[config.mk]
export PLATFORM = sky130hd
export DESIGN_NAME = uam_top
export DESIGN_NICKNAME = d
export VERILOG_FILES = /design/src/uam_top.v
export VERILOG_INCLUDE_DIRS = /design/src /design/src/pkg
export SDC_FILE = /design/constraint.sdc
export NUM_CORES = 1
export LEC_CHECK = 0
export ABC_AREA = 1
export BUFFER_PORTS_ARGS = -buffer_cell sky130_fd_sc_hd__buf_2
export CAP_MARGIN = 20
export CORE_AREA = 2 2 158 160
export CTS_CLUSTER_DIAMETER = 50
export DETAILED_ROUTE_END_ITERATION = 8
export DIE_AREA = 0 0 160 162
export GPL_ROUTABILITY_DRIVEN = 1
export PLACE_DENSITY = 0.95
export SLEW_MARGIN = 10
export SYNTH_ARGS = -nofsm -noshare
export SYNTH_HDL_FRONTEND = slang
export SYNTH_HIERARCHICAL = 1
export SYNTH_SLANG_ARGS = --single-unit
[constraint.sdc]
create_clock -name aclk -period 8.2 [get_ports aclk]
set_input_delay 0 -clock aclk [delete_from_list [all_inputs] [get_ports aclk]]
set_output_delay 0 -clock aclk [all_outputs]
set_load 0.05 [all_outputs]
[src/pkg/uam_map.vh]
// Register indices, field positions, codes and counts for the UART-mode serial unit.
// Assumes inclusion by bare name from the design file; definitions only.
`ifndef UAM_MAP_VH
`define UAM_MAP_VH

// ----------------------------------------------------------------
// Register indices (byte address is four times the index)
// ----------------------------------------------------------------
`define UAM_IDX_MR0      10'h0a0
`define UAM_IDX_BRG0     10'h0a1
`define UAM_IDX_TB0      10'h0a2
`define UAM_IDX_C00      10'h0a4
`define UAM_IDX_C10      10'h0a5
`define UAM_IDX_RB0      10'h0a6
`define UAM_IDX_MR1      10'h0a8
`define UAM_IDX_BRG1     10'h0a9
`define UAM_IDX_TB1      10'h0aa
`define UAM_IDX_C01      10'h0ac
`define UAM_IDX_C11      10'h0ad
`define UAM_IDX_RB1      10'h0ae
`define UAM_IDX_SERIAL_COMMON_CONTROL     10'h0b0

// ----------------------------------------------------------------
// Field positions
// ----------------------------------------------------------------
`define MR_MODE_HI       2
`define MR_MODE_LO       0
`define MR_CKS           3
`define MR_STP           4
`define MR_PRY           5
`define MR_PARITY_ENABLE_BIT          6
`define C0_CLK_HI        1
`define C0_CLK_LO        0
`define C0_SHIFT_REGISTER_EMPTY_FLAG         3
`define C0_WMASK         8'he3
`define C1_TE            0
`define C1_TI            1
`define C1_RE            2
`define C1_RI            3
`define UC_IRS0          0
`define UC_IRS1          1
`define UC_RRM           2
`define UC_SEL_LO        4
`define UC_SEL_HI        5
`define UC_CNTR          6
`define C0_BIT_ORDER_SELECT         7
`define C0_NCH           5

// ----------------------------------------------------------------
// Codes, reset values and counts
// ----------------------------------------------------------------
`define UAM_MODE_7       3'b100
`define UAM_MODE_8       3'b101
`define UAM_MODE_9       3'b110
`define UAM_LEN_7        4'd7
`define UAM_LEN_8        4'd8
`define UAM_LEN_9        4'd9
`define UAM_CS_F1        2'b00
`define UAM_CS_F8        2'b01
`define UAM_SEL_BOTH     2'b11
`define UAM_PRE_F8       5'h07
`define UAM_PRE_F32      5'h1f
`define UAM_SUB_MID      4'd7
`define UAM_SUB_LAST     4'd15
`define UAM_RX_W         4'd12
`define UAM_STOP_MIN     4'd1
`define UAM_RST8         8'h00
`define UAM_RESP_OK      2'b00
`define UAM_RESP_ERR     2'b10

`endif

[src/uam_top.v]
// Two-channel asynchronous serial unit (UART mode) with an AXI4-Lite register slave.
// Assumes one clock aclk, synchronous active-low reset, pins sampled through two flops.
`timescale 1ns/1ps
`include "uam_map.vh"

// ----------------------------------------------------------------
// One serial channel: bit-rate divider, transmitter, receiver
// ----------------------------------------------------------------
module uam_channel #(
	parameter HAS_EXT = 0
) (
	// Clock and reset
	input  wire       aclk,
	input  wire       aresetn,
	// Configuration from the register file
	input  wire       async_on,
	input  wire [7:0] mode_cfg,
	input  wire [7:0] ctl0,
	input  wire [7:0] brg,
	input  wire       tx_en,
	input  wire       rx_en,
	input  wire       irq_src,
	// Prescaler ticks and external clock edge
	input  wire       tick_f8,
	input  wire       tick_f32,
	input  wire       ext_tick,
	// Buffer access strobes
	input  wire       load,
	input  wire [8:0] load_data,
	input  wire       rb_read,
	// Synchronised serial input
	input  wire       rx_line,
	// Status and line outputs
	output reg        tx_bit,
	output reg        tx_idle,
	output reg        tbe,
	output reg        ri,
	output reg  [8:0] rx_data,
	output reg        overrun_flag,
	output reg        framing_error_flag,
	output reg        parity_error_flag,
	output reg        tx_irq,
	output reg        rx_irq
);
	localparam RX_IDLE  = 2'd0;
	localparam RX_START = 2'd1;
	localparam RX_BITS  = 2'd2;

	// Character length from the mode field
	function [3:0] char_len;
		input [2:0] m;
		begin
			case (m)
				`UAM_MODE_7: char_len = `UAM_LEN_7;
				`UAM_MODE_9: char_len = `UAM_LEN_9;
				default:     char_len = `UAM_LEN_8;
			endcase
		end
	endfunction

	// Bit reversal for MSB-first 8-bit characters
	function [7:0] rev8;
		input [7:0] d;
		integer k;
		begin
			rev8 = 8'h00;
			for (k = 0; k < 8; k = k + 1) begin
				rev8[k] = d[7 - k];
			end
		end
	endfunction

	reg  [7:0]  div_cnt;
	reg         os_tick;
	reg  [8:0]  tb_data;
	reg  [11:0] tx_sh;
	reg  [3:0]  tx_left;
	reg  [3:0]  tx_sub;
	reg  [1:0]  rx_state;
	reg  [3:0]  rx_sub;
	reg  [3:0]  rx_cnt;
	reg  [11:0] rx_sh;
	reg         rx_prev;

	// Frame shape shared by both directions
	wire [1:0]  cs       = ctl0[`C0_CLK_HI:`C0_CLK_LO];
	wire        int_tick = (cs == `UAM_CS_F1) ? 1'b1 : (cs == `UAM_CS_F8) ? tick_f8 : tick_f32;
	wire        src_tick = (HAS_EXT != 0 && mode_cfg[`MR_CKS]) ? ext_tick : int_tick;
	wire [3:0]  len      = char_len(mode_cfg[`MR_MODE_HI:`MR_MODE_LO]);
	wire        pe       = mode_cfg[`MR_PARITY_ENABLE_BIT];
	wire        odd      = ~mode_cfg[`MR_PRY];
	wire        two      = mode_cfg[`MR_STP];
	wire        msb      = ctl0[`C0_BIT_ORDER_SELECT] && (len == `UAM_LEN_8);
	wire [3:0]  total    = len + {3'b000, pe} + {3'b000, two} + `UAM_STOP_MIN;
	wire [8:0]  mask     = 9'h1ff >> (`UAM_LEN_9 - len);

	// Transmit frame: start bit low, data, optional parity, ones above for stop bits
	wire [8:0]  td     = tb_data & mask;
	wire [8:0]  tord   = msb ? {1'b0, rev8(td[7:0])} : td;
	wire        tpar   = ^td ^ odd;
	wire [12:0] tframe = (13'h1fff << (len + {3'b000, pe} + `UAM_STOP_MIN))
	                   | ({12'h000, tpar & pe} << (len + `UAM_STOP_MIN))
	                   | {3'b000, tord, 1'b0};
	wire        tx_go  = async_on && tx_en && !tbe && tx_idle;

	// Receive decode of the frame collected so far
	wire [11:0] nxt_sh = {rx_line, rx_sh[11:1]};
	wire [11:0] fbits  = nxt_sh >> (`UAM_RX_W - total);
	wire [8:0]  rraw   = fbits[8:0] & mask;
	wire [8:0]  rdat   = msb ? {1'b0, rev8(rraw[7:0])} : rraw;
	wire [3:0]  sp1    = len + {3'b000, pe};
	wire [3:0]  sp2    = sp1 + `UAM_STOP_MIN;
	wire        ferr   = ~fbits[sp1] | (two & ~fbits[sp2]);
	wire        perr   = pe & (^rraw ^ fbits[len] ^ odd);
	wire        finish = (rx_state == RX_BITS) && os_tick && (rx_sub == `UAM_SUB_LAST)
	                   && (rx_cnt == total - `UAM_STOP_MIN);
	// A read in the finishing cycle frees the buffer, so no overrun then
	wire        ovr    = ri && !rb_read;

	// Divider: one oversample tick per (n+1) source ticks, sixteen per bit
	always @(posedge aclk) begin
		if (!aresetn || !async_on) begin
			div_cnt <= `UAM_RST8;
			os_tick <= 1'b0;
		end else begin
			os_tick <= 1'b0;
			if (src_tick) begin
				if (div_cnt == `UAM_RST8) begin
					div_cnt <= brg;
					os_tick <= 1'b1;
				end else begin
					div_cnt <= div_cnt - 8'h01;
				end
			end
		end
	end

	// Transmitter; a frame in flight finishes even if tx_en drops, but is cut off when async_on drops
	always @(posedge aclk) begin
		if (!aresetn) begin
			tb_data <= 9'h000;
			tbe     <= 1'b1;
			tx_idle <= 1'b1;
			tx_bit  <= 1'b1;
			tx_sh   <= 12'h000;
			tx_left <= 4'h0;
			tx_sub  <= 4'h0;
			tx_irq  <= 1'b0;
		end else begin
			tx_irq <= 1'b0;
			if (load) begin
				tb_data <= load_data;
				tbe     <= 1'b0;
			end
			if (!async_on) begin
				tx_idle <= 1'b1;
				tx_bit  <= 1'b1;
			end else if (tx_go) begin
				tbe     <= 1'b1;
				tx_idle <= 1'b0;
				tx_bit  <= tframe[0];
				tx_sh   <= tframe[12:1];
				tx_left <= total;
				tx_sub  <= 4'h0;
				tx_irq  <= !irq_src;
			end else if (!tx_idle && os_tick) begin
				tx_sub <= tx_sub + 4'h1;
				if (tx_sub == `UAM_SUB_LAST) begin
					if (tx_left == 4'h0) begin
						tx_idle <= 1'b1;
						tx_bit  <= 1'b1;
						tx_irq  <= irq_src;
					end else begin
						tx_bit  <= tx_sh[0];
						tx_sh   <= {1'b1, tx_sh[11:1]};
						tx_left <= tx_left - 4'h1;
					end
				end
			end
		end
	end

	// Receiver; start edge, mid-bit confirm, then one sample every sixteen ticks
	always @(posedge aclk) begin
		if (!aresetn) begin
			rx_state <= RX_IDLE;
			rx_sub   <= 4'h0;
			rx_cnt   <= 4'h0;
			rx_sh    <= 12'h000;
			rx_prev  <= 1'b1;
			rx_data  <= 9'h000;
			ri       <= 1'b0;
			overrun_flag      <= 1'b0;
			framing_error_flag      <= 1'b0;
			parity_error_flag      <= 1'b0;
			rx_irq   <= 1'b0;
		end else begin
			rx_prev <= rx_line;
			rx_irq  <= 1'b0;
			// Read of the receive buffer clears ri and the framing and parity flags, not overrun; a new frame below wins
			if (rb_read) begin
				ri  <= 1'b0;
				framing_error_flag <= 1'b0;
				parity_error_flag <= 1'b0;
			end
			if (!rx_en) begin
				overrun_flag <= 1'b0;
			end
			if (!async_on || !rx_en) begin
				rx_state <= RX_IDLE;
			end else begin
				case (rx_state)
					RX_IDLE: begin
						if (rx_prev && !rx_line) begin
							rx_state <= RX_START;
							rx_sub   <= 4'h0;
						end
					end
					RX_START: begin
						if (os_tick) begin
							rx_sub <= rx_sub + 4'h1;
							if (rx_sub == `UAM_SUB_MID) begin
								rx_state <= rx_line ? RX_IDLE : RX_BITS;
								rx_sub   <= 4'h0;
								rx_cnt   <= 4'h0;
							end
						end
					end
					RX_BITS: begin
						if (os_tick) begin
							rx_sub <= rx_sub + 4'h1;
							if (rx_sub == `UAM_SUB_LAST) begin
								rx_sh  <= nxt_sh;
								rx_cnt <= rx_cnt + 4'h1;
							end
						end
						if (finish) begin
							rx_state <= RX_IDLE;
							if (ovr) begin
								overrun_flag <= 1'b1;
							end else begin
								rx_data <= rdat;
								ri      <= 1'b1;
								rx_irq  <= 1'b1;
								framing_error_flag     <= ferr;
								parity_error_flag     <= perr;
							end
						end
					end
					default: rx_state <= RX_IDLE;
				endcase
			end
		end
	end
endmodule

// ----------------------------------------------------------------
// Top: AXI4-Lite slave, register file, pin routing, two channels
// ----------------------------------------------------------------
module uam_top (
	// Clock and reset
	input  wire        aclk,
	input  wire        aresetn,
	// AXI4-Lite write channels
	input  wire [11:0] s_axi_awaddr,
	input  wire        s_axi_awvalid,
	output reg         s_axi_awready,
	input  wire [31:0] s_axi_wdata,
	input  wire [3:0]  s_axi_wstrb,
	input  wire        s_axi_wvalid,
	output reg         s_axi_wready,
	output reg  [1:0]  s_axi_bresp,
	output reg         s_axi_bvalid,
	input  wire        s_axi_bready,
	// AXI4-Lite read channels
	input  wire [11:0] s_axi_araddr,
	input  wire        s_axi_arvalid,
	output reg         s_axi_arready,
	output reg  [31:0] s_axi_rdata,
	output reg  [1:0]  s_axi_rresp,
	output reg         s_axi_rvalid,
	input  wire        s_axi_rready,
	// Serial pins
	input  wire        ch0_serial_in_pin,
	input  wire        ch1_serial_in_pin,
	input  wire        ch0_clk_pin,
	input  wire        port1_bit7_pin,
	output reg         ch0_serial_out_pin,
	output reg         ch0_serial_out_oe_n,
	output reg         ch1_serial_out_pin,
	output reg         ch1_serial_out_oe_n,
	// Pin mode and routed timer input
	output reg         ch0_clk_pin_is_input,
	output reg         timer_ext_input,
	// Interrupt request pulses
	output wire        ch0_tx_irq,
	output wire        ch0_rx_irq,
	output wire        ch1_tx_irq,
	output wire        ch1_rx_irq
);
	// Mode field selects one of the three UART character lengths
	function mode_ok;
		input [7:0] mr;
		begin
			mode_ok = (mr[`MR_MODE_HI:`MR_MODE_LO] == `UAM_MODE_7)
			       || (mr[`MR_MODE_HI:`MR_MODE_LO] == `UAM_MODE_8)
			       || (mr[`MR_MODE_HI:`MR_MODE_LO] == `UAM_MODE_9);
		end
	endfunction

	// Register index is mapped
	function mapped;
		input [9:0] idx;
		begin
			case (idx)
				`UAM_IDX_MR0, `UAM_IDX_BRG0, `UAM_IDX_TB0, `UAM_IDX_C00, `UAM_IDX_C10,
				`UAM_IDX_RB0, `UAM_IDX_MR1, `UAM_IDX_BRG1, `UAM_IDX_TB1, `UAM_IDX_C01,
				`UAM_IDX_C11, `UAM_IDX_RB1, `UAM_IDX_SERIAL_COMMON_CONTROL: mapped = 1'b1;
				default: mapped = 1'b0;
			endcase
		end
	endfunction

	// Pin drive {level, oe_n}; open drain only ever pulls low
	function [1:0] pin_drive;
		input on;
		input od;
		input bit_v;
		begin
			if (!on) begin
				pin_drive = 2'b11;
			end else if (od) begin
				pin_drive = {1'b0, bit_v};
			end else begin
				pin_drive = {bit_v, 1'b0};
			end
		end
	endfunction

	reg  [7:0]  mr0, mr1, brg0, brg1, c00, c01, serial_common_control;
	reg         te0, te1, re0, re1;
	reg         tb_hi0, tb_hi1;
	reg  [9:0]  aw_idx;
	reg         aw_full, w_full;
	reg  [31:0] w_data;
	reg  [3:0]  w_strb;
	reg  [4:0]  pre;
	reg  [3:0]  sync1, sync2;
	reg         clk_last;
	reg  [31:0] next_rdata;

	wire        tx_bit0, tx_bit1, idle0, idle1, tbe0, tbe1, ri0, ri1;
	wire        oer0, oer1, fer0, fer1, per0, per1;
	wire [8:0]  rd0, rd1;
	wire        async0   = mode_ok(mr0);
	wire        async1   = mode_ok(mr1);
	wire        wr_fire  = aw_full && w_full && !s_axi_bvalid;
	wire        wr_lo    = wr_fire && w_strb[0];
	wire        wr_hi    = wr_fire && w_strb[1];
	wire        rd_fire  = s_axi_arvalid && s_axi_arready;
	wire [9:0]  ar_idx   = s_axi_araddr[11:2];
	wire [1:0]  sel1     = {serial_common_control[`UC_SEL_HI], serial_common_control[`UC_SEL_LO]};
	wire        rx1_line = sel1[0] ? sync2[1] : 1'b1;
	wire        ext_tick = sync2[2] && !clk_last;
	wire [1:0]  drv0     = pin_drive(async0, c00[`C0_NCH], tx_bit0);
	wire [1:0]  drv1     = pin_drive(async1 && (sel1 == `UAM_SEL_BOTH), c01[`C0_NCH], tx_bit1);
	// Prescaler enables; compared at the constant's full width
	wire        f8_tick  = ({2'b00, pre[2:0]} == `UAM_PRE_F8);
	wire        f32_tick = (pre == `UAM_PRE_F32);

	// Two-flop synchronisers: rx0, rx1, external clock, port 1 bit 7
	always @(posedge aclk) begin
		if (!aresetn) begin
			sync1    <= 4'hf;
			sync2    <= 4'hf;
			clk_last <= 1'b1;
		end else begin
			sync1    <= {port1_bit7_pin, ch0_clk_pin, ch1_serial_in_pin, ch0_serial_in_pin};
			sync2    <= sync1;
			clk_last <= sync2[2];
		end
	end

	// Free-running prescaler; f8 and f32 are single-cycle enables, not clocks
	always @(posedge aclk) begin
		if (!aresetn) begin
			pre <= 5'h00;
		end else begin
			pre <= pre + 5'h01;
		end
	end

	// Registered pins and routing
	always @(posedge aclk) begin
		if (!aresetn) begin
			ch0_serial_out_pin   <= 1'b1;
			ch0_serial_out_oe_n  <= 1'b1;
			ch1_serial_out_pin   <= 1'b1;
			ch1_serial_out_oe_n  <= 1'b1;
			ch0_clk_pin_is_input <= 1'b0;
			timer_ext_input      <= 1'b1;
		end else begin
			ch0_serial_out_pin   <= drv0[1];
			ch0_serial_out_oe_n  <= drv0[0];
			ch1_serial_out_pin   <= drv1[1];
			ch1_serial_out_oe_n  <= drv1[0];
			ch0_clk_pin_is_input <= mr0[`MR_CKS];
			timer_ext_input      <= serial_common_control[`UC_CNTR] ? sync2[0] : sync2[3];
		end
	end

	// Write path: address and data taken in either order, response after both
	always @(posedge aclk) begin
		if (!aresetn) begin
			s_axi_awready <= 1'b1;
			s_axi_wready  <= 1'b1;
			s_axi_bvalid  <= 1'b0;
			s_axi_bresp   <= `UAM_RESP_OK;
			aw_full <= 1'b0;
			w_full  <= 1'b0;
			aw_idx  <= 10'h000;
			w_data  <= 32'h0000_0000;
			w_strb  <= 4'h0;
		end else begin
			if (s_axi_awvalid && s_axi_awready) begin
				aw_idx        <= s_axi_awaddr[11:2];
				aw_full       <= 1'b1;
				s_axi_awready <= 1'b0;
			end
			if (s_axi_wvalid && s_axi_wready) begin
				w_data       <= s_axi_wdata;
				w_strb       <= s_axi_wstrb;
				w_full       <= 1'b1;
				s_axi_wready <= 1'b0;
			end
			if (wr_fire) begin
				aw_full      <= 1'b0;
				w_full       <= 1'b0;
				s_axi_bvalid <= 1'b1;
				s_axi_bresp  <= mapped(aw_idx) ? `UAM_RESP_OK : `UAM_RESP_ERR;
			end
			if (s_axi_bvalid && s_axi_bready) begin
				s_axi_bvalid  <= 1'b0;
				s_axi_awready <= 1'b1;
				s_axi_wready  <= 1'b1;
			end
		end
	end

	// Register file; byte lane 0 holds all 8-bit registers, lane 1 the ninth data bit
	always @(posedge aclk) begin
		if (!aresetn) begin
			mr0  <= `UAM_RST8;
			mr1  <= `UAM_RST8;
			brg0 <= `UAM_RST8;
			brg1 <= `UAM_RST8;
			c00  <= `UAM_RST8;
			c01  <= `UAM_RST8;
			serial_common_control <= `UAM_RST8;
			te0  <= 1'b0;
			te1  <= 1'b0;
			re0  <= 1'b0;
			re1  <= 1'b0;
			tb_hi0 <= 1'b0;
			tb_hi1 <= 1'b0;
		end else begin
			if (wr_hi && aw_idx == `UAM_IDX_TB0) tb_hi0 <= w_data[8];
			if (wr_hi && aw_idx == `UAM_IDX_TB1) tb_hi1 <= w_data[8];
			if (wr_lo) begin
				case (aw_idx)
					`UAM_IDX_MR0:  mr0  <= w_data[7:0];
					`UAM_IDX_MR1:  mr1  <= w_data[7:0];
					`UAM_IDX_BRG0: brg0 <= w_data[7:0];
					`UAM_IDX_BRG1: brg1 <= w_data[7:0];
					`UAM_IDX_C00:  c00  <= w_data[7:0] & `C0_WMASK;
					`UAM_IDX_C01:  c01  <= w_data[7:0] & `C0_WMASK;
					`UAM_IDX_SERIAL_COMMON_CONTROL: serial_common_control <= w_data[7:0];
					`UAM_IDX_C10: begin
						te0 <= w_data[`C1_TE];
						re0 <= w_data[`C1_RE];
					end
					`UAM_IDX_C11: begin
						te1 <= w_data[`C1_TE];
						re1 <= w_data[`C1_RE];
					end
					default: ;
				endcase
			end
		end
	end

	// Read mux; write-only registers read as zero
	always @* begin
		next_rdata = 32'h0000_0000;
		case (ar_idx)
			`UAM_IDX_MR0:  next_rdata[7:0] = mr0;
			`UAM_IDX_MR1:  next_rdata[7:0] = mr1;
			`UAM_IDX_C00:  next_rdata[7:0] = c00 | {4'h0, idle0, 3'b000};
			`UAM_IDX_C01:  next_rdata[7:0] = c01 | {4'h0, idle1, 3'b000};
			`UAM_IDX_C10:  next_rdata[7:0] = {4'h0, ri0, re0, tbe0, te0};
			`UAM_IDX_C11:  next_rdata[7:0] = {4'h0, ri1, re1, tbe1, te1};
			`UAM_IDX_SERIAL_COMMON_CONTROL: next_rdata[7:0] = serial_common_control;
			`UAM_IDX_RB0:  next_rdata[15:0] = {oer0 | fer0 | per0, per0, fer0, oer0, 3'b000, rd0};
			`UAM_IDX_RB1:  next_rdata[15:0] = {oer1 | fer1 | per1, per1, fer1, oer1, 3'b000, rd1};
			default:       next_rdata = 32'h0000_0000;
		endcase
	end

	// Read path: answer one cycle after the address is taken
	always @(posedge aclk) begin
		if (!aresetn) begin
			s_axi_arready <= 1'b1;
			s_axi_rvalid  <= 1'b0;
			s_axi_rdata   <= 32'h0000_0000;
			s_axi_rresp   <= `UAM_RESP_OK;
		end else begin
			if (rd_fire) begin
				s_axi_rdata   <= next_rdata;
				s_axi_rresp   <= mapped(ar_idx) ? `UAM_RESP_OK : `UAM_RESP_ERR;
				s_axi_rvalid  <= 1'b1;
				s_axi_arready <= 1'b0;
			end
			if (s_axi_rvalid && s_axi_rready) begin
				s_axi_rvalid  <= 1'b0;
				s_axi_arready <= 1'b1;
			end
		end
	end

	// Channel 0 has the external clock option, channel 1 does not
	uam_channel #(.HAS_EXT(1)) u_ch0 (
		.aclk(aclk), .aresetn(aresetn), .async_on(async0), .mode_cfg(mr0), .ctl0(c00),
		.brg(brg0), .tx_en(te0), .rx_en(re0), .irq_src(serial_common_control[`UC_IRS0]),
		.tick_f8(f8_tick), .tick_f32(f32_tick), .ext_tick(ext_tick),
		.load(wr_lo && aw_idx == `UAM_IDX_TB0), .load_data({wr_hi ? w_data[8] : tb_hi0, w_data[7:0]}),
		.rb_read(rd_fire && ar_idx == `UAM_IDX_RB0), .rx_line(sync2[0]),
		.tx_bit(tx_bit0), .tx_idle(idle0), .tbe(tbe0), .ri(ri0), .rx_data(rd0),
		.overrun_flag(oer0), .framing_error_flag(fer0), .parity_error_flag(per0), .tx_irq(ch0_tx_irq), .rx_irq(ch0_rx_irq)
	);

	uam_channel #(.HAS_EXT(0)) u_ch1 (
		.aclk(aclk), .aresetn(aresetn), .async_on(async1), .mode_cfg(mr1), .ctl0(c01),
		.brg(brg1), .tx_en(te1), .rx_en(re1), .irq_src(serial_common_control[`UC_IRS1]),
		.tick_f8(f8_tick), .tick_f32(f32_tick), .ext_tick(1'b0),
		.load(wr_lo && aw_idx == `UAM_IDX_TB1), .load_data({wr_hi ? w_data[8] : tb_hi1, w_data[7:0]}),
		.rb_read(rd_fire && ar_idx == `UAM_IDX_RB1), .rx_line(rx1_line),
		.tx_bit(tx_bit1), .tx_idle(idle1), .tbe(tbe1), .ri(ri1), .rx_data(rd1),
		.overrun_flag(oer1), .framing_error_flag(fer1), .parity_error_flag(per1), .tx_irq(ch1_tx_irq), .rx_irq(ch1_rx_irq)
	);
endmodule

==> impl_metrics.ini, run 1 <==
[sta]
skew_ns = 0.0356
worst_slew_pin_slew_ns = 0.914
fin_hold_ws_ns = 0.0496
period_minus_slack_ns = 4.89
final.period_utilization_pct = 59.6
slew_viol_final = 0
slew_headroom_pct = 38.5
max_freq_mhz = 205
final-hold-violation-count = 0
setup_viol_count_final = 0
setup_tns_ns = 0
rsz0062_at_grt = no

[global_routing]
grt_usage_pct = 34.1
met3_usage_pct = 4.78
top_usage_layer = met2
grt_pass1_wl_mm = 73.4
maximum_number_of_pins_on_one_net_before_global_route_repair = 82
gr-usage-met2_pct = 60.6
antenna_found_initial = 0
globalRouteMet1Util_pct = 39.5
grt_remaining_overflow = 0
vias_in_the_first_global_route = 15200

[pwr]
powerDensity_mw_per_mm2 = 178
largest_vdd_supply_drop_mv = 0.171
total_leakage_power_nw = 7.37
totalPowerFinal_mw = 3.12

[worst_setup_path]
setup.worst_path.class = reg -> reg
reg2reg_to = u_ch0/framing_error_flag$_SDFF_PN0_
critical_path_startpoint = mr0[2]$_SDFFE_PN0P_
crit_path_cell_trace = nand2_1 > inv_1 > ha_1 > inv_1 > ha_1 > ha_1 > xnor2_1 > nor4_1 > o21ai_1 > nor2_1 > nand3_1 > inv_1 > a21oi_1 > or2_0 > a21oi_1
r2r.worst_path.cells = 15
worstSetupEndpointType = flip-flop
critPathCapture = u_ch0/framing_error_flag$_SDFF_PN0_
critical_path_arrival_ns = 5.33
regToRegSetupSlack_ns = 3.31
worst_setup_path_start_kind = flip-flop
cpMaxStageDelayCell = sky130_fd_sc_hd__ha_1
critical_path_peak_fanout = 26
worstPathRequired_ns = 8.65
rr_startpoint = mr0[2]$_SDFFE_PN0P_
critPathMaxStageDelay_ns = 0.67

[synthesis]
netlist-cell-type-count = 62
synth_area_leaders = sky130_fd_sc_hd__dfxtp_1 35%, sky130_fd_sc_hd__nand2_1 11%, sky130_fd_sc_hd__o21ai_0 7.4%
ys_top_cells_by_count = 463 x sky130_fd_sc_hd__nand2_1, 275 x sky130_fd_sc_hd__dfxtp_1, 237 x sky130_fd_sc_hd__inv_1
synth_seq_cells = 275
dominant_combinational_cell_family_by_area_after_synthesis = simple AND/OR/NAND/NOR gates
synth-seq-area-share_pct = 35.3
synth.area.mux_share_pct = 0.0641
count_of_flip_flops_with_a_built_in_enable_after_synthesis = 0
yosys_warnings = 6
yosys.area.top_type = sky130_fd_sc_hd__dfxtp_1
netlist_instances = 2254
cell_area_after_synthesis_sq_mm = 0.0156
synth_flop_cell = sky130_fd_sc_hd__dfxtp_1
async_reset_ff_share_pct = 0
yosys.area_share.adder_pct = 2.97
xor_and_xnor_fraction_of_the_mapped_netlist_area_pct = 1.85
synth-compound-area-share_pct = 20.0
avgSynthCellArea_sq_um = 6.92
synth_simple_gate_area_share_pct = 30.0
synth_top_cell_area_share_pct = 35.3
yosysMostFrequentCell = sky130_fd_sc_hd__nand2_1

[placed_design]
gp_congestion = 0.944
place.detailed.instances = 2576
dp_hpwl_mm = 30.4
buffer_ports.inserted = 71

[clock_network]
clock_sinks = 275
cts-htree-levels = 2
cts_buffer_depth = 3
cts_root_buf = sky130_fd_sc_hd__clkbuf_16
clk_transition_reported_paths_ns = 0.06
post_cts.resized_instances = 0
cts-hold-fix-buffers = 45
cts-buffers-inserted = 34
clock_latency_ns = 0.54
cts_post_setup_buffers_inserted = 0
cts_tree = yes

[hold_path]
hp-start = s_axi_araddr[3]
worstHoldPathCells = 4
worst_hold_path_type = in -> reg

[floorplanning]
placeableCoreArea_sq_mm = 0.0241
fp.dieH_microns = 162
dieArea_sq_mm = 0.0259
io_pins = 122
fp.dieW_microns = 160
starting_density_of_the_core_pct = 64.8
fp-row-count = 57

[job]
cap_violations = 0

[final_layout]
antenna_diode_count = 0
count_of_non_filler_cells_in_the_finished_layout = 2685
post_route_cells_drive_above_1_share_pct = 11.7
layout.area.seq_sq_mm = 0.00551
filler_cell_count = 1750
numnets_final = 2443
flow.area_growth_from_synthesis_pct = 12.6
total_area_of_multi_input_combinational_cells_sq_mm = 0.00865

[detailed_routing]
ant_nets = 0
routedWlPerCell_microns = 17.2
detail_route.drc_violations = 0
drt_first_pass_iters = 8
initialDrtViolationCount = 2003
route.vias.total = 16200
postRouteWirelength_mm = 46.1
via_cell_ratio = 6.02

[run_status]
status = finished clean
report_power, final:
part / switching [mW] / leakage [nW] / internal [mW] / total, mW
Sequential: 0.0171 / 2.22 / 1.35 / 1.37
Combinational: 0.129 / 4.56 / 0.0481 / 0.177
Clock: 0.623 / 0.589 / 0.952 / 1.57
Total: 0.769 / 7.37 / 2.35 / 3.12
layout by cell type (no fill, tap or decap), types with 8 or more instances in the layout:
| cell type | n |
|---|---|
| sky130_fd_sc_hd__clkbuf_16 | 35 |
| sky130_fd_sc_hd__nand3_1 | 133 |
| sky130_fd_sc_hd__xnor2_1 | 15 |
| sky130_fd_sc_hd__a211oi_1 | 35 |
| sky130_fd_sc_hd__nor3_1 | 19 |
| sky130_fd_sc_hd__or2_2 | 16 |
| sky130_fd_sc_hd__nand2_4 | 13 |
| sky130_fd_sc_hd__buf_2 | 70 |
| sky130_fd_sc_hd__a21oi_1 | 195 |
| sky130_fd_sc_hd__conb_1 | 21 |
| sky130_fd_sc_hd__o21ai_0 | 230 |
| sky130_fd_sc_hd__o211ai_1 | 22 |
| sky130_fd_sc_hd__dfxtp_1 | 275 |
| sky130_fd_sc_hd__nand2_1 | 463 |
| sky130_fd_sc_hd__inv_2 | 11 |
| sky130_fd_sc_hd__dlygate4sd3_1 | 45 |
| sky130_fd_sc_hd__nand2_2 | 24 |
| sky130_fd_sc_hd__a31oi_1 | 9 |
| sky130_fd_sc_hd__o21ai_1 | 15 |
| sky130_fd_sc_hd__inv_1 | 236 |
| sky130_fd_sc_hd__xor2_1 | 18 |
| sky130_fd_sc_hd__nor2_1 | 219 |
| sky130_fd_sc_hd__nor2_2 | 14 |
| sky130_fd_sc_hd__nand4_1 | 34 |
| sky130_fd_sc_hd__clkinv_1 | 8 |
| sky130_fd_sc_hd__nor2_4 | 20 |
| sky130_fd_sc_hd__nand3_2 | 18 |
| sky130_fd_sc_hd__ha_1 | 37 |
sequential cells by signal (all words and copies together), names as in the netlist, 10 cells and up:
signal	count
u_ch0/rx_sh	11
s_axi_rdata	13
u_ch1/tx_sh	12
aw_idx	10
u_ch1/rx_sh	11
u_ch0/tx_sh	12
worst max-delay path, delay by kind of cell, from the launching register on:
kind | cells | cell delay (ns)
fa+ha+maj | 3 | 1.57
simple gates | 5 | 1.42
buf+inv | 3 | 0.83
flops | 1 | 0.57
compound gates | 3 | 0.30
xor+xnor | 1 | 0.13
worst min-delay path by stage:
| stage | end | slack [ns] |
|---|---|---|
| floorplan | sync1[0]$_SDFF_PN1_ | 0.11 |
| global placement | sync1[1]$_SDFF_PN1_ | 0.18 |
| detailed placement | sync1[3]$_SDFF_PN1_ | 0.19 |
| CTS | s_axi_awready$_SDFFE_PP1P_ | 0.02 |
| global route | s_axi_rresp[1]$_SDFFE_PN0P_ | 0.09 |
| finish | s_axi_rresp[1]$_SDFFE_PN0P_ | 0.05 |
logic make-up after synthesis:
family | count (synthesis)
and+or+nand+nor | 997
AOI/OAI and AO/OA | 556
buffers and inverters | 354
DFF | 275
adders and majority gates | 37
xor gates and xnor gates | 33
other | 1
muxes | 1
metal layers:
metal,wire [microns],vias to the layer above,share of wire [%]
li1,-,7639,-
met1,17800,7431,39
met2,22100,873,48
met3,3410,219,7.4
met4,2760,0,6.0
met5,0,-,0
through the flow:
| step | util (%) | worst slack [ns] | instance area (sq um) |
|---|---|---|---|
| finish | 72.9 | 3.31 | 17600 |
| global route | 72.9 | 2.93 | 17600 |
| CTS | 72.9 | 3.40 | 17600 |
| detailed placement | 66.0 | 3.43 | 15900 |
| global placement | 66.0 | 3.52 | 15900 |
| floorplan | - | 4.53 | 15700 |
area by class of cell:
type / instances / area share (%)
clock inverter: 17 / 1.20
sequential: 275 / 31.3
tap: 324 / 2.31
timing repair buffer: 122 / 4.85
clock buffer: 45 / 5.59
multi-input combinational: 1645 / 49.2
inverter: 257 / 5.53
Power figures use the tool's default switching activity.
==> run 2: changes to the inputs <==
--- a/config.mk
+++ b/config.mk
@@ -9,12 +9,12 @@
 export ABC_AREA = 1
 export BUFFER_PORTS_ARGS = -buffer_cell sky130_fd_sc_hd__buf_2
 export CAP_MARGIN = 20
-export CORE_AREA = 2 2 158 160
+export CORE_AREA = 2 2 172 174
 export CTS_CLUSTER_DIAMETER = 50
 export DETAILED_ROUTE_END_ITERATION = 8
-export DIE_AREA = 0 0 160 162
+export DIE_AREA = 0 0 174 176
 export GPL_ROUTABILITY_DRIVEN = 1
-export PLACE_DENSITY = 0.95
+export PLACE_DENSITY = 0.86
 export SLEW_MARGIN = 10
 export SYNTH_ARGS = -nofsm -noshare
 export SYNTH_HDL_FRONTEND = slang
==> constraint.sdc (replaced) <==
create_clock -name aclk -period 4.2 [get_ports aclk]
set_input_delay 0 -clock aclk [delete_from_list [all_inputs] [get_ports aclk]]
set_output_delay 0 -clock aclk [all_outputs]
set_load 0.05 [all_outputs]
==> impl_metrics.ini, run 2 (synthesis gave the netlist of run 1 again) <==
[sta]
final.period_utilization_pct = 91.9
setup_viol_count_final = 0
rsz0062_at_grt = no
setup_tns_ns = 0
skew_ns = 0.0252
max_freq_mhz = 259
slew_viol_final = 0
worst_slew_pin_slew_ns = 0.844
period_minus_slack_ns = 3.86
fin_hold_ws_ns = 0.0872
final-hold-violation-count = 0
slew_headroom_pct = 43.3

[worst_setup_path]
critical_path_peak_fanout = 10
worst_setup_path_start_kind = flip-flop
critPathMaxStageDelay_ns = 0.45
r2r.worst_path.cells = 25
cpMaxStageDelayCell = sky130_fd_sc_hd__dfxtp_1
crit_path_depth = 25
setup.worst_path.class = reg -> reg
rr_startpoint = mr0[0]$_SDFFE_PN0P_
worstSetupEndpointType = flip-flop
crit_path_frequent_cell = sky130_fd_sc_hd__nand2_1
critical_path_startpoint = mr0[0]$_SDFFE_PN0P_
critPathCapture = u_ch0/parity_error_flag$_SDFF_PN0_
regToRegSetupSlack_ns = 0.34
critical_path_arrival_ns = 4.30
worstPathRequired_ns = 4.64
cpLargestDelayFamily = simple AND/OR/NAND/NOR gates
timing.critical_path.buf_inv = 7
reg2reg_to = u_ch0/parity_error_flag$_SDFF_PN0_

[pwr]
p_int_mw = 4.67
largest_vdd_supply_drop_mv = 0.295
total_switching_power_mw = 1.43
powerDensity_mw_per_mm2 = 344
total_leakage_power_nw = 7.43
sequential_share_of_power_pct = 43.8
power.clock.fraction_pct = 50.8
power.share.switching_pct = 23.4
comb_power_share_pct = 5.4

[global_routing]
antenna_found_initial = 0
grt_usage_pct = 28.4
grt_remaining_overflow = 0
vias_in_the_first_global_route = 15000
grt_pass1_wl_mm = 72.4
maximum_number_of_pins_on_one_net_before_global_route_repair = 58

[final_layout]
commonest_non_fill_non_tap_cell_in_the_layout = sky130_fd_sc_hd__nand2_1
layout_common_cells = 463 x sky130_fd_sc_hd__nand2_1, 275 x sky130_fd_sc_hd__dfxtp_1, 235 x sky130_fd_sc_hd__inv_1
flow.area_growth_from_synthesis_pct = 13.6
post_route_cells_drive_above_1_share_pct = 12.3
finalInstanceArea_sq_mm = 0.0177
count_of_non_filler_cells_in_the_finished_layout = 2750
top_register = s_axi_rdata
antenna_diode_count = 0
largest_register_ffs = 13
numnets_final = 2453
top_regs = s_axi_rdata x13, u_ch0/tx_sh x12, u_ch1/tx_sh x12

[clock_network]
clock_latency_ns = 0.53
clock_sinks = 275
cts-htree-levels = 2
clk_transition_reported_paths_ns = 0.06
cts_buffer_depth = 3
cts_root_buf = sky130_fd_sc_hd__clkbuf_16
cts_post_setup_buffers_inserted = 0
cts_tree = yes
cts-buffers-inserted = 34

[floorplanning]
starting_density_of_the_core_pct = 54.7
placeableCoreArea_sq_mm = 0.0285
fp-row-count = 62
io_pins = 122
fp.dieW_microns = 174
fp.dieH_microns = 176
dieArea_sq_mm = 0.0306

[detailed_routing]
routedWlPerCell_microns = 16.1
via_cell_ratio = 5.73
ant_nets = 0
drt_first_pass_iters = 6
initialDrtViolationCount = 1589
postRouteWirelength_mm = 44.4
route.vias.total = 15700
detail_route.drc_violations = 0

[placed_design]
buffer_ports.inserted = 71
place.detailed.instances = 2656
placed_area_sq_mm = 0.0161
gp_congestion = 0.940
dp_hpwl_mm = 31.1

[hold_path]
worst_hold_path_type = in -> reg

[job]
cap_violations = 0

[run_status]
status = finished clean
-- run 2: cell types whose count changed in the layout (fill, tap and decap cells not counted), moves of 2 or more --
| cell | change |
|---|---|
| sky130_fd_sc_hd__buf_4 | +19 |
| sky130_fd_sc_hd__dlygate4sd3_1 | -9 |
| sky130_fd_sc_hd__o21ai_0 | -4 |
| sky130_fd_sc_hd__o21ai_1 | +4 |
| sky130_fd_sc_hd__clkinv_2 | -3 |
| sky130_fd_sc_hd__clkinv_8 | -3 |
| sky130_fd_sc_hd__bufinv_16 | +2 |
| sky130_fd_sc_hd__clkinv_4 | -2 |
-- run 2: worst min path at each step --
| stage | startpoint | endpoint | slack (ns) | cells past startpoint |
|---|---|---|---|---|
| after detailed placement | ch0_clk_pin | sync1[2]$_SDFF_PN1_ | 0.19 | 2 |
| after floorplan | ch0_serial_in_pin | sync1[0]$_SDFF_PN1_ | 0.11 | 1 |
| after global placement | ch1_serial_in_pin | sync1[1]$_SDFF_PN1_ | 0.19 | 2 |
| after CTS | s_axi_araddr[11] | s_axi_rdata[4]$_SDFFE_PN0P_ | 0.05 | 6 |
| final | s_axi_araddr[3] | s_axi_rresp[1]$_SDFFE_PN0P_ | 0.09 | 7 |
| after global routing | s_axi_araddr[10] | s_axi_rdata[4]$_SDFFE_PN0P_ | 0.13 | 6 |
-- run 2: cell type report --
class	count	area, sq um
clock inverter	14	229
sequential	275	5510
multi-input combinational	1645	8670
clock buffer	43	966
fill	2555	10800
tap	384	480
timing repair buffer	132	906
inverter	257	972
-- run 2: power groups by stage --
| stage | registers (mW) | clock network, mW | logic, mW |
|---|---|---|---|
| after floorplan | 2.74 | 0 | 0.197 |
| after global placement | 2.72 | 0 | 0.283 |
| after detailed placement | 2.73 | 0 | 0.288 |
| after CTS | 2.67 | 3.14 | 0.316 |
| after global routing | 2.67 | 3.24 | 0.351 |
| final | 2.67 | 3.10 | 0.328 |
-- run 2: what timing repair did --
| action | in CTS | in global routing |
|---|---|---|
| endpoints found under the setup margin | 0 | 4 |
| endpoints found under the hold margin | 46 | 0 |
| gates resized for setup | 0 | 7 |
| hold buffers | 36 | 0 |
-- run 2: metal layers --
layer | vias to the layer above | GRT usage [%] | routed length, microns
met5 | - | 0 | 0
met4 | 0 | 12.9 | 2000
met3 | 149 | 4.26 | 2760
met2 | 576 | 49.9 | 21500
met1 | 7367 | 34.5 | 18100
li1 | 7652 | - | -
-- run 2: worst reg2reg max path, stage by stage (launching register included) --
cell and delay (ns):
sky130_fd_sc_hd__dfxtp_1 0.45, sky130_fd_sc_hd__inv_1 0.07, sky130_fd_sc_hd__nand2_1 0.10, sky130_fd_sc_hd__inv_1 0.09, sky130_fd_sc_hd__ha_1 0.39, sky130_fd_sc_hd__inv_1 0.09
sky130_fd_sc_hd__ha_1 0.22, sky130_fd_sc_hd__inv_1 0.16, sky130_fd_sc_hd__nand3_1 0.14, sky130_fd_sc_hd__nand2_1 0.08, sky130_fd_sc_hd__inv_1 0.05, sky130_fd_sc_hd__ha_1 0.34
sky130_fd_sc_hd__clkinv_1 0.23, sky130_fd_sc_hd__o21ai_0 0.35, sky130_fd_sc_hd__nand3_1 0.16, sky130_fd_sc_hd__nand3_1 0.19, sky130_fd_sc_hd__nand2_1 0.08, sky130_fd_sc_hd__nand3_1 0.11
sky130_fd_sc_hd__nand2_1 0.07, sky130_fd_sc_hd__nand2_1 0.05, sky130_fd_sc_hd__nand2_1 0.06, sky130_fd_sc_hd__inv_1 0.05, sky130_fd_sc_hd__nand2_1 0.04, sky130_fd_sc_hd__nand2_1 0.05
sky130_fd_sc_hd__nand2_1 0.06, sky130_fd_sc_hd__a21oi_2 0.11
-- run 2: through the flow --
| stage | setup WS (ns) | utilization (%) | total power [mW] |
|---|---|---|---|
| finish | 0.340 | 62.1 | 6.10 |
| CTS | 0.361 | 62.0 | 6.12 |
| global route | 0.00556 | 62.1 | 6.27 |
| detailed placement | 0.381 | 56.6 | 3.01 |
| global placement | 0.468 | 56.6 | 3.01 |
| floorplan | 0.528 | - | 2.94 |
